## src/pkg/cod_pkg.sv

```systemverilog
package cod_pkg;

    // Bus geometry
    localparam int unsigned COD_DATA_W = 32;
    localparam int unsigned COD_ADDR_W = 12;
    localparam int unsigned COD_DIV_W  = 8;

    // Register byte offsets; the divider sits alone in the miscellaneous window
    localparam logic [COD_ADDR_W-1:0] COD_OFF_SYSCONF   = 12'h000;
    localparam logic [COD_ADDR_W-1:0] COD_OFF_EXTCONF   = 12'h004;
    localparam logic [COD_ADDR_W-1:0] COD_OFF_PWRCTL    = 12'h008;
    localparam logic [COD_ADDR_W-1:0] COD_OFF_STATUS    = 12'h00C;
    localparam logic [COD_ADDR_W-1:0] COD_OFF_MISC_BASE = 12'h100;
    localparam logic [COD_ADDR_W-1:0] COD_OFF_CLKDIV    = COD_OFF_MISC_BASE;

    // Field positions
    localparam int unsigned COD_SYS_OUTEN_BIT  = 0;
    localparam int unsigned COD_SYS_EXTEN_BIT  = 1;
    localparam int unsigned COD_XPC_MISC_BIT   = 0;
    localparam int unsigned COD_PWR_MODE_LSB   = 0;
    localparam int unsigned COD_PWR_MODE_W     = 2;
    localparam int unsigned COD_PWR_RTC_BIT    = 2;
    localparam int unsigned COD_PWR_RTC32_BIT  = 3;
    localparam int unsigned COD_STAT_RUN_LSB   = 0;
    localparam int unsigned COD_STAT_PIN_BIT   = 5;

    // Reset value of the divider factor: undivided
    localparam logic [COD_DIV_W-1:0] COD_DIV_RST = 8'h00;

    // AXI responses
    localparam logic [1:0] COD_RESP_OKAY   = 2'h0;
    localparam logic [1:0] COD_RESP_SLVERR = 2'h2;

    // Power reduction modes
    typedef enum logic [1:0] {COD_RUN, COD_IDLE, COD_PDOWN, COD_STBY} cod_mode_t;

    // Which clocks and oscillators are running
    typedef struct packed {
        logic osc32;
        logic main_osc;
        logic rtc;
        logic periph;
        logic cpu;
    } cod_run_t;

    // Clock tree state for a mode; the real-time counter survives stand-by on 32 kHz only
    function automatic cod_run_t cod_run_flags(input cod_mode_t mode,
                                               input logic      rtc_on,
                                               input logic      rtc32);
        cod_run_t r;
        r.cpu      = (mode == COD_RUN);
        r.periph   = (mode == COD_RUN) || (mode == COD_IDLE);
        r.rtc      = rtc_on && ((mode != COD_STBY) || rtc32);
        r.osc32    = r.rtc && rtc32;
        r.main_osc = (mode == COD_RUN) || (mode == COD_IDLE)
                     || ((mode == COD_PDOWN) && r.rtc && !rtc32);
        return r;
    endfunction : cod_run_flags

endpackage : cod_pkg

```

## src/hdl/cod_clock_output_divider.sv

```systemverilog
// Notes on behaviour
// - Enable set with factor zero drives the undivided CPU clock on the pin.
// - Factor writes are taken only while both extension-bus enables are set.
// - With the output enable clear the pin stays low whatever the factor.
// - The divider register sits in the miscellaneous window, apart from others.
// - Idle, power-down and stand-by stop the CPU clock as per mode.
module cod_clock_output_divider
    import cod_pkg::*;
#(
    parameter int unsigned DIV_W = COD_DIV_W
)(
    // Clock and reset
    input  wire logic                  aclk,
    input  wire logic                  aresetn,
    // AXI4-Lite write address
    input  wire logic                  s_axi_awvalid,
    output logic                       s_axi_awready,
    input  wire logic [COD_ADDR_W-1:0] s_axi_awaddr,
    // AXI4-Lite write data
    input  wire logic                  s_axi_wvalid,
    output logic                       s_axi_wready,
    input  wire logic [COD_DATA_W-1:0] s_axi_wdata,
    input  wire logic [3:0]            s_axi_wstrb,
    // AXI4-Lite write response
    output logic                       s_axi_bvalid,
    input  wire logic                  s_axi_bready,
    output logic [1:0]                 s_axi_bresp,
    // AXI4-Lite read address
    input  wire logic                  s_axi_arvalid,
    output logic                       s_axi_arready,
    input  wire logic [COD_ADDR_W-1:0] s_axi_araddr,
    // AXI4-Lite read data
    output logic                       s_axi_rvalid,
    input  wire logic                  s_axi_rready,
    output logic [COD_DATA_W-1:0]      s_axi_rdata,
    output logic [1:0]                 s_axi_rresp,
    // Wake-up from idle or power-down
    input  wire logic                  wake_request,
    // Clock pin
    output logic                       divided_clock_output,
    // Clock tree run flags
    output logic                       cpu_clock_run,
    output logic                       periph_clock_run,
    output logic                       rtc_run,
    output logic                       main_osc_run,
    output logic                       osc32_run
);

    typedef struct packed {
        logic                  awready;
        logic                  wready;
        logic                  aw_have;
        logic [COD_ADDR_W-1:0] aw_addr;
        logic                  w_have;
        logic [COD_DATA_W-1:0] w_data;
        logic [3:0]            w_strb;
        logic                  bvalid;
        logic [1:0]            bresp;
        logic                  arready;
        logic                  rvalid;
        logic [COD_DATA_W-1:0] rdata;
        logic [1:0]            rresp;
        logic                  clock_output_enable;
        logic                  extension_peripheral_enable;
        logic                  misc_extension_bus_enable;
        logic [DIV_W-1:0]      clock_output_divider;
        cod_mode_t             mode;
        logic                  rtc_on;
        logic                  rtc32;
        cod_run_t              run;
    } cod_state_t;

    cod_state_t st;
    cod_state_t nxt;
    logic       pin_level;
    logic       div_enable;
    logic       wr_commit;
    logic       div_gate;

    // Both halves of a write are held until the response has been taken
    assign wr_commit = st.aw_have && st.w_have && !st.bvalid;
    assign div_gate  = st.extension_peripheral_enable && st.misc_extension_bus_enable;

    // The pin stops with the CPU clock, since it is a copy of it
    assign div_enable = st.clock_output_enable && st.run.cpu;

    // Bus slave, register file and mode control
    always_comb
    begin
        nxt = st;
        if (s_axi_awvalid && st.awready)
        begin
            nxt.aw_have = 1'b1;
            nxt.aw_addr = s_axi_awaddr;
        end
        if (s_axi_wvalid && st.wready)
        begin
            nxt.w_have = 1'b1;
            nxt.w_data = s_axi_wdata;
            nxt.w_strb = s_axi_wstrb;
        end
        if (st.bvalid && s_axi_bready)
            nxt.bvalid = 1'b0;
        if (wr_commit)
        begin
            nxt.aw_have = 1'b0;
            nxt.w_have  = 1'b0;
            nxt.bvalid  = 1'b1;
            nxt.bresp   = COD_RESP_OKAY;
            // All fields live in byte lane 0
            unique case (st.aw_addr)
                COD_OFF_SYSCONF:
                begin
                    if (st.w_strb[0])
                    begin
                        nxt.clock_output_enable         = st.w_data[COD_SYS_OUTEN_BIT];
                        nxt.extension_peripheral_enable = st.w_data[COD_SYS_EXTEN_BIT];
                    end
                end
                COD_OFF_EXTCONF:
                begin
                    if (st.w_strb[0])
                        nxt.misc_extension_bus_enable = st.w_data[COD_XPC_MISC_BIT];
                end
                COD_OFF_PWRCTL:
                begin
                    if (st.w_strb[0])
                    begin
                        nxt.mode   = cod_mode_t'(st.w_data[COD_PWR_MODE_LSB +: COD_PWR_MODE_W]);
                        nxt.rtc_on = st.w_data[COD_PWR_RTC_BIT];
                        nxt.rtc32  = st.w_data[COD_PWR_RTC32_BIT];
                    end
                end
                COD_OFF_CLKDIV:
                begin
                    // Locked writes still answer OKAY; software reads back to check
                    if (st.w_strb[0] && div_gate)
                        nxt.clock_output_divider = st.w_data[DIV_W-1:0];
                end
                COD_OFF_STATUS:
                begin
                    nxt.bresp = COD_RESP_OKAY;
                end
                default:
                begin
                    nxt.bresp = COD_RESP_SLVERR;
                end
            endcase
        end

        // Wake wins over a same-cycle mode write; stand-by ignores wake and is left by reset or a PWRCTL write
        if (wake_request && ((nxt.mode == COD_IDLE) || (nxt.mode == COD_PDOWN)))
            nxt.mode = COD_RUN;

        // Clock tree follows the mode one cycle later
        nxt.run = cod_run_flags(st.mode, st.rtc_on, st.rtc32);

        // Read channel
        if (st.rvalid && s_axi_rready)
            nxt.rvalid = 1'b0;
        if (s_axi_arvalid && st.arready)
        begin
            nxt.rvalid = 1'b1;
            nxt.rresp  = COD_RESP_OKAY;
            nxt.rdata  = '0;
            unique case (s_axi_araddr)
                COD_OFF_SYSCONF:
                begin
                    nxt.rdata[COD_SYS_OUTEN_BIT] = st.clock_output_enable;
                    nxt.rdata[COD_SYS_EXTEN_BIT] = st.extension_peripheral_enable;
                end
                COD_OFF_EXTCONF:
                    nxt.rdata[COD_XPC_MISC_BIT] = st.misc_extension_bus_enable;
                COD_OFF_PWRCTL:
                begin
                    nxt.rdata[COD_PWR_MODE_LSB +: COD_PWR_MODE_W] = st.mode;
                    nxt.rdata[COD_PWR_RTC_BIT]                    = st.rtc_on;
                    nxt.rdata[COD_PWR_RTC32_BIT]                  = st.rtc32;
                end
                COD_OFF_STATUS:
                begin
                    nxt.rdata[COD_STAT_RUN_LSB +: $bits(cod_run_t)] = st.run;
                    nxt.rdata[COD_STAT_PIN_BIT]                     = pin_level;
                end
                COD_OFF_CLKDIV:
                    nxt.rdata[DIV_W-1:0] = st.clock_output_divider;
                default:
                    nxt.rresp = COD_RESP_SLVERR;
            endcase
        end

        // Ready flags are registered; one write and one read at a time
        nxt.awready = !nxt.aw_have && !nxt.bvalid;
        nxt.wready  = !nxt.w_have && !nxt.bvalid;
        nxt.arready = !nxt.rvalid;
    end

    // State register
    always_ff @(posedge aclk)
    begin
        if (!aresetn)
            st <= '0;
        else
            st <= nxt;
    end

    // Pin generator
    cod_divider #(
        .DIV_W   (DIV_W)
    ) u_divider (
        .aclk    (aclk),
        .aresetn (aresetn),
        .enable  (div_enable),
        .factor  (st.clock_output_divider),
        .clk_out (pin_level)
    );

    // Outputs, all straight from flip-flops
    assign s_axi_awready        = st.awready;
    assign s_axi_wready         = st.wready;
    assign s_axi_bvalid         = st.bvalid;
    assign s_axi_bresp          = st.bresp;
    assign s_axi_arready        = st.arready;
    assign s_axi_rvalid         = st.rvalid;
    assign s_axi_rdata          = st.rdata;
    assign s_axi_rresp          = st.rresp;
    assign divided_clock_output = pin_level;
    assign cpu_clock_run        = st.run.cpu;
    assign periph_clock_run     = st.run.periph;
    assign rtc_run              = st.run.rtc;
    assign main_osc_run         = st.run.main_osc;
    assign osc32_run            = st.run.osc32;
endmodule : cod_clock_output_divider

```

## src/hdl/cod_divider.sv

```systemverilog
module cod_divider
    import cod_pkg::*;
#(
    parameter int unsigned DIV_W = COD_DIV_W
)(
    // Clock and reset
    input  wire logic             aclk,
    input  wire logic             aresetn,
    // Control
    input  wire logic             enable,
    input  wire logic [DIV_W-1:0] factor,
    // Pin level
    output logic                  clk_out
);

    typedef struct packed {
        logic [DIV_W-1:0] cnt;
        logic [DIV_W-1:0] cur;
        logic             level;
    } cod_div_state_t;

    cod_div_state_t st;
    cod_div_state_t nxt;

    // Half period is factor+1 cycles; while enabled a new factor is only taken at a toggle
    // so that no pulse is ever cut short by a reprogramming
    always_comb
    begin
        nxt = st;
        if (!enable)
        begin
            nxt.level = 1'b0;
            nxt.cnt   = '0;
            nxt.cur   = factor;
        end
        else if (st.cnt == st.cur)
        begin
            nxt.level = !st.level;
            nxt.cnt   = '0;
            nxt.cur   = factor;
        end
        else
        begin
            nxt.cnt = st.cnt + DIV_W'(1);
        end
    end

    // State register
    always_ff @(posedge aclk)
    begin
        if (!aresetn)
            st <= '0;
        else
            st <= nxt;
    end

    assign clk_out = st.level;
endmodule : cod_divider

```

## config.mk

```make
export PLATFORM = sky130hd
export DESIGN_NAME = cod_clock_output_divider
export DESIGN_NICKNAME = d
export VERILOG_FILES = /design/src/pkg/cod_pkg.sv /design/src/hdl/cod_clock_output_divider.sv /design/src/hdl/cod_divider.sv
export SDC_FILE = /design/constraint.sdc
export NUM_CORES = 1
export LEC_CHECK = 0
export ABC_AREA = 1
export BUFFER_PORTS_ARGS = -buffer_cell sky130_fd_sc_hd__buf_4
export CAP_MARGIN = 40
export CORE_ASPECT_RATIO = 0.6
export CORE_MARGIN = 5
export CORE_UTILIZATION = 53
export CTS_BUF_LIST = sky130_fd_sc_hd__clkbuf_2
export DETAILED_ROUTE_END_ITERATION = 10
export GPL_ROUTABILITY_DRIVEN = 0
export GPL_TIMING_DRIVEN = 0
export HOLD_SLACK_MARGIN = 0.05
export PLACE_DENSITY = 0.83
export SLEW_MARGIN = 20
export SYNTH_ARGS = -nofsm -noshare
export SYNTH_HDL_FRONTEND = slang
export SYNTH_HIERARCHICAL = 1
export SYNTH_SLANG_ARGS = --single-unit
```

## constraint.sdc

```tcl
create_clock -name aclk -period 1.7 [get_ports aclk]
set_input_delay 0.255 -clock aclk [delete_from_list [all_inputs] [get_ports aclk]]
set_output_delay 0.255 -clock aclk [all_outputs]
set_load 0.005 [all_outputs]
```

==> run_results.csv, run 1 <==
group,metric,value,unit
critical_path,path_class,"flop to flop",
timing,final_max_slew_viol_count,0,
global_routing,grt-ovfl-total,0,
routing,routed_wl,9.023,mm
critical_path,cpLargestDelayFamily,"simple AND/OR/NAND/NOR gates",
clocking,clock-sinks,75,
layout,final_cell_mix,"98 x buf_4, 75 x dfxtp_1, 73 x nand2_1, 61 x nor2_1, 52 x inv_1",
power_and_ir_drop,leakage,2.246,nW
clocking,cts-root-buf,"clkbuf_2",
die,core-area,6676,µm²
clocking,h-tree-depth,3,
clocking,clk_pin_slew,0.20,ns
layout,utilization,70.20,%
power_and_ir_drop,ir_drop,563.7,µV
die,start_util,54.67,%
routing,routed_via_density,4.930,
routing,dr.pass1.iters,5,
layout,final_cells,701,
layout,design_area,4687,µm²
synth,synth_cells,486,
synth,ys_seq_area_share,41.14,%
critical_path,cp_common_cell,"nor2_4",
placement,hpwl,6.776,mm
die,rows,23,
timing,slew_headroom,64.35,%
timing,tns,0,ns
timing,fin_ws,0.1927,ns
clocking,cts_tree,"done",
power_and_ir_drop,p_per_area,709.8,nW/µm²
critical_path,cp.arrival,1.94,ns
layout,final_common_cell,"buf_4",
global_routing,grt_max_degree,14,
synth,yosysTopAreaCell,"dfxtp_1",
critical_path,rr_endpoint,"st[15]",
placement,pre_cts_slack,0.2584,ns
timing,skew,0.01911,ns
placement,dp_cells,659,
routing,drc_errors,0,
routing,antenna_left,0,
placement,place_area,4310,µm²
layout,regArea,1501,µm²
timing,hold_ws,0.1125,ns
global_routing,track_usage,21.53,%
critical_path,startpoint,"st[96]",
die,dieArea,8700,µm²
layout,finalNetCount,678,
global_routing,antenna_found_initial,0,
critical_path,required,2.13,ns
clocking,clock_path_buffers,2,
critical_path,worst-r2r-setup-slack,0.19,ns
synth,avgSynthCellArea,7.510,µm²
placement,io_buffers,61,
global_routing,grt_pass1_wl,14.52,mm
power_and_ir_drop,total_power,3.327,mW
layout,fillers,536,
worst_hold_path,min_path_type,"input port to flop",
outcome,outcome,"finished clean",
clocking,postCtsSetupRepairBufs,0,
routing,vias,3456,
timing,finalHoldViolCount,0,
critical_path,path_buf_inv,0,
layout,area_growth_syn_to_layout,28.42,%
layout,multi_input_area,1685,µm²
critical_path,slowest_delay,0.37,ns
critical_path,cp-start-kind,"flop",
synth,yosys_warnings,6,
synth,ys_ff_latch,75,
critical_path,r2r-start,"st[96]",
run,max_cap_viol_count,0,
timing,fmax,0.6634,GHz
routing,avgRoutedWirePerCell,12.87,µm
critical_path,crit_fanout,7,
synth,synth_top_area_share,41.14,%
die,die_h,74.28,µm
die,ioPinCount,115,
die,fp.dieW,117.1,µm
synth,post_synth_main_area_contributors,"dfxtp_1 41%, buf_4 7.6%, nand2_1 7.5%, nor2_1 6.3%, inv_1 5.3%",
critical_path,worstSetupEndpoint,"st[15]",
layout,diodes,0,
synth,synth_cell_types,35,
global_routing,grt_pass1_vias,3099,
routing,first_iter_violations,279,
critical_path,crit_path_end_kind,"flop",
critical_path,path_cells,"nor2_4 -> nand2_1 -> nor2_1 -> nand4_1 -> nor2_4 -> a21oi_2",
timing,rsz0062_at_grt,"false",
clocking,numCtsBuffers,9,
critical_path,cp_num_cells,6,
timing,final.period_utilization,88.67,%
critical_path,slowest_stage,"dfxtp_1",
synth,netlist_area,3650,µm²
layout,layout-drive-gt1-share,25.57,%
clocking,clk_latency,0.53,ns
timing,setup_viol,0,
timing,layout_min_cycle_time,1.507,ns
critical_path,worst_r2r_path_depth,6,
timing,tightestPinTransition,0.5348,ns
[Yosys cell counts]
library cell,count
a211oi_1,2
buf_2,3
nor2_2,7
nand3_1,38
clkbuf_1,7
buf_4,37
o211ai_1,3
buf_1,1
a31oi_1,1
o21ai_0,29
a21oi_1,26
nor3_2,2
xor2_1,3
nand3b_1,2
xnor2_1,6
inv_1,52
nand4_1,9
conb_1,1
nand2_1,73
ha_1,1
nor2_4,7
o21ai_1,9
dfxtp_1,75
nand3_2,1
buf_12,1
nand2_2,7
nand2_4,3
buf_6,1
nand3_4,1
nor2_8,1
nor3_1,6
a21oi_2,7
o32ai_1,1
inv_2,2
nor2_1,61
[cells by family (layout without fill, tap and decap cells)]
kind of cell               Yosys count  in the layout  share of synthesized area (%)
adders and majority gates            1              1                         0.3428
xor gates and xnor gates             9              9                          2.160
DFF                                 75             75                          41.14
and+or+nand+nor                    218            218                          29.11
other                                1             26                         0.1027
AOI/OAI and AO/OA                   78             78                          11.90
buffers and inverters              104            207                          15.26
[worst min-delay path, stage by stage]
cell and delay (ns):
buf_4 0.09, nor2_4 0.04, nand4_1 0.07, o211ai_1 0.08, nor2_1 0.08
[routing by layer]
metal / global-route usage, % / routed length, µm
met1: 30.03 / 4121
met2: 32.77 / 3855
met3: 5.854 / 917
met4: 6.743 / 129
met5: 0 / 0
[registers in the layout (all words and copies together), names as in the netlist]
register / flops
s_axi_awready: 1
main_osc_run: 1
periph_clock_run: 1
s_axi_rresp: 1
s_axi_rvalid: 1
s_axi_wready: 1
u_divider/st: 16
osc32_run: 1
s_axi_rdata: 8
s_axi_bresp: 1
st: 38
s_axi_arready: 1
u_divider/clk_out: 1
rtc_run: 1
cpu_clock_run: 1
s_axi_bvalid: 1
[worst min-delay path by stage]
stage	startpoint	to	slack, ns	depth (start not counted)
after floorplan	wake_request	st[8]	0.35	1
after detailed placement	st[95]	s_axi_wready	0.44	1
final	s_axi_araddr[0]	s_axi_rresp[1]	0.11	5
after CTS	s_axi_araddr[0]	s_axi_rresp[1]	0.08	5
after global routing	s_axi_araddr[1]	s_axi_rresp[1]	0.11	5
after global placement	st[95]	s_axi_wready	0.44	1
[area by class of cell]
cell class / count / area share [%]
inverters: 54 / 4.325
flip-flops and latches: 75 / 32.03
repair buffers: 87 / 15.32
clock inverters: 6 / 1.415
plain buffers: 50 / 7.555
clock buffers: 10 / 1.068
well taps: 87 / 2.322
multi-input cells: 332 / 35.96
[report_power, final]
| part | total (mW) | internal, mW | switching (mW) |
|---|---|---|---|
| Combinational | 0.489 | 0.244 | 0.245 |
| Clock | 0.972 | 0.343 | 0.629 |
| Sequential | 1.87 | 1.82 | 0.0426 |
[repair_timing]
| item | 4_1_cts | 5_1_grt |
|---|---|---|
| hold endpoints to repair | 31 | 0 |
| hold buffers | 26 | 0 |
| gates resized for setup | 0 | 0 |
Power figures use the tool's default switching activity.
==> inputs of run 2 (changes only) <==
CORE_UTILIZATION = 57   (was 53)
PLACE_DENSITY = 0.88   (was 0.83)
clock period = 1.9 ns   (was 1.7 ns; I/O delays follow)
==> run 2 against run 1 <==
  * Via count increased by 3.4%
  * Die area decreased by 6.3%
  * Final cell count decreased by 0.71%
  * Sequential power is 11% lower
  * Clock skew grew 0.0014 ns
  * Sequential cell count did not move
  * Worst setup slack better by 0.23 ns
==> run_results.csv, run 2 (synthesized netlist as in run 1, its figures left out) <==
group,metric,value,unit
clocking,clk_latency,0.54,ns
clocking,postCtsSetupRepairBufs,0,
global_routing,grt-ovfl-total,0,
die,rows,22,
die,core-area,6166,µm²
timing,hold_ws,0.09961,ns
timing,rsz0062_at_grt,"false",
clocking,clk_pin_slew,0.20,ns
power_and_ir_drop,leakage,2.223,nW
layout,utilization,75.20,%
global_routing,grt_pass1_wl,15.67,mm
critical_path,cp-start-kind,"flop",
global_routing,grt_pass1_vias,3277,
global_routing,gr-max-usage-layer,"met2",
clocking,clock-sinks,75,
routing,dr.pass1.iters,6,
critical_path,crit_fanout,7,
routing,antenna_left,0,
layout,final_cell_mix,"98 x buf_4, 75 x dfxtp_1, 73 x nand2_1, 61 x nor2_1, 52 x inv_1",
die,start_util,59.19,%
layout,final_common_cell,"buf_4",
timing,final_max_slew_viol_count,0,
run,max_cap_viol_count,0,
layout,area_growth_syn_to_layout,27.05,%
clocking,hold_buffers,23,
power_and_ir_drop,p_per_area,616.0,nW/µm²
critical_path,cp_common_cell,"nor2_4",
die,die_h,71.98,µm
layout,finalNetCount,676,
timing,setup_viol,0,
critical_path,slowest_delay,0.38,ns
clocking,clock_path_buffers,2,
worst_hold_path,min_path_type,"input port to flop",
timing,layout_min_cycle_time,1.480,ns
power_and_ir_drop,ir_drop,513.1,µV
clocking,cts_resized,0,
timing,skew,0.02053,ns
critical_path,worst-r2r-setup-slack,0.42,ns
global_routing,track_usage,24.31,%
clocking,numCtsBuffers,9,
routing,first_iter_violations,283,
timing,finalHoldViolCount,0,
clocking,h-tree-depth,3,
global_routing,grt_max_degree,14,
timing,final.period_utilization,77.88,%
outcome,outcome,"finished clean",
routing,drc_errors,0,
layout,regMostFlops,"st",
die,ioPinCount,115,
critical_path,path_cells,"nor2_4 -> nand2_1 -> nor2_1 -> nand4_1 -> nor2_4 -> a21oi_2",
layout,layout-drive-gt1-share,25.65,%
timing,slew_headroom,63.49,%
critical_path,r2r-start,"st[96]",
critical_path,cp.arrival,1.93,ns
layout,largest_reg_flops,38,
critical_path,slowest_stage,"dfxtp_1",
critical_path,path_class,"flop to flop",
worst_hold_path,worstHoldStart,"s_axi_bready",
placement,hpwl,6.844,mm
routing,avgRoutedWirePerCell,13.78,µm
critical_path,required,2.35,ns
power_and_ir_drop,switchingPower,0.8477,mW
power_and_ir_drop,internal_power,2.009,mW
power_and_ir_drop,power.clock.fraction,25.9,%
critical_path,crit_path_end_kind,"flop",
routing,vias,3573,
critical_path,startpoint,"st[96]",
timing,fmax,0.6758,GHz
timing,tightestPinTransition,0.5477,ns
power_and_ir_drop,pwr-share-seq,58.5,%
layout,diodes,0,
global_routing,grtUsageMet2,39.11,%
placement,io_buffers,61,
die,fp.dieW,113.3,µm
timing,tns,0,ns
routing,routed_via_density,5.134,
global_routing,use_met3,7.833,%
routing,routed_wl,9.594,mm
power_and_ir_drop,p_comb_share,15.6,%
clocking,cts_tree,"done",
clocking,cts-root-buf,"clkbuf_2",
global_routing,antenna_found_initial,0,
global_routing,grt_use_met1,31.49,%
power_and_ir_drop,sw_frac_of_total,29.67,%
die,dieArea,8156,µm²
[run 2: changes by cell type in the layout (fill, tap and decap cells not counted), sizes merged]
cell         previous run  this run
bufinv                  1         0
dlygate4sd3            26        24
clkinvlp                3         4
clkbuf                 17        16
clkinv                  2         3
[run 2: metal layers]
metal  share of wire (%)  vias up
met2                  43      214
met1                  43     1572
met4                 2.5        0
met3                  12       36
li1                    -     1751
met5                   0        -
[run 2: power groups by stage]
| stage | sequential [mW] | clock (mW) | combinational [mW] |
|---|---|---|---|
| 2_1_floorplan | 1.69 | 0 | 0.241 |
| 3_3_place_gp | 1.70 | 0 | 0.372 |
| 3_5_place_dp | 1.70 | 0 | 0.385 |
| 4_1_cts | 1.67 | 0.746 | 0.424 |
| 5_1_grt | 1.68 | 0.820 | 0.488 |
| 6_report | 1.67 | 0.740 | 0.445 |
[run 2: worst paths after layout]
check | endpoint | cells after the start
setup / recovery | st[11] | 6
hold / removal | s_axi_bvalid | 4
setup reg to reg | st[11] | 6
hold reg to reg | s_axi_wready | 1
[run 2: through the flow]
stage	instance area [µm²]	instances	setup WS (ns)	total power, mW
2_1_floorplan	3744	511	0.6268	1.935
3_3_place_gp	4307	656	0.5198	2.071
3_5_place_dp	4307	656	0.4825	2.086
4_1_cts	4627	695	0.4410	2.839
5_1_grt	4637	696	0.3096	2.986
6_report	4637	696	0.4203	2.857
[run 2: final cells by class]
cell class                      instances  area [µm²]
Clock buffer                            9       45.04
Fill cell                             442        1529
Inverter                               54       202.7
Sequential cell                        75        1501
Timing Repair Buffer                   85       698.2
Multi-Input combinational cell        332        1685
Clock inverter                          7       45.04
Tap cell                               84       105.1
Buffer                                 50       354.1
[run 2: critical path: cells and delay by family, from the launching register on]
family / cells / cell delay (ns)
AO/OA/AOI/OAI: 1 / 0.10
AND/OR/NAND/NOR: 5 / 0.92
flip-flops: 1 / 0.38
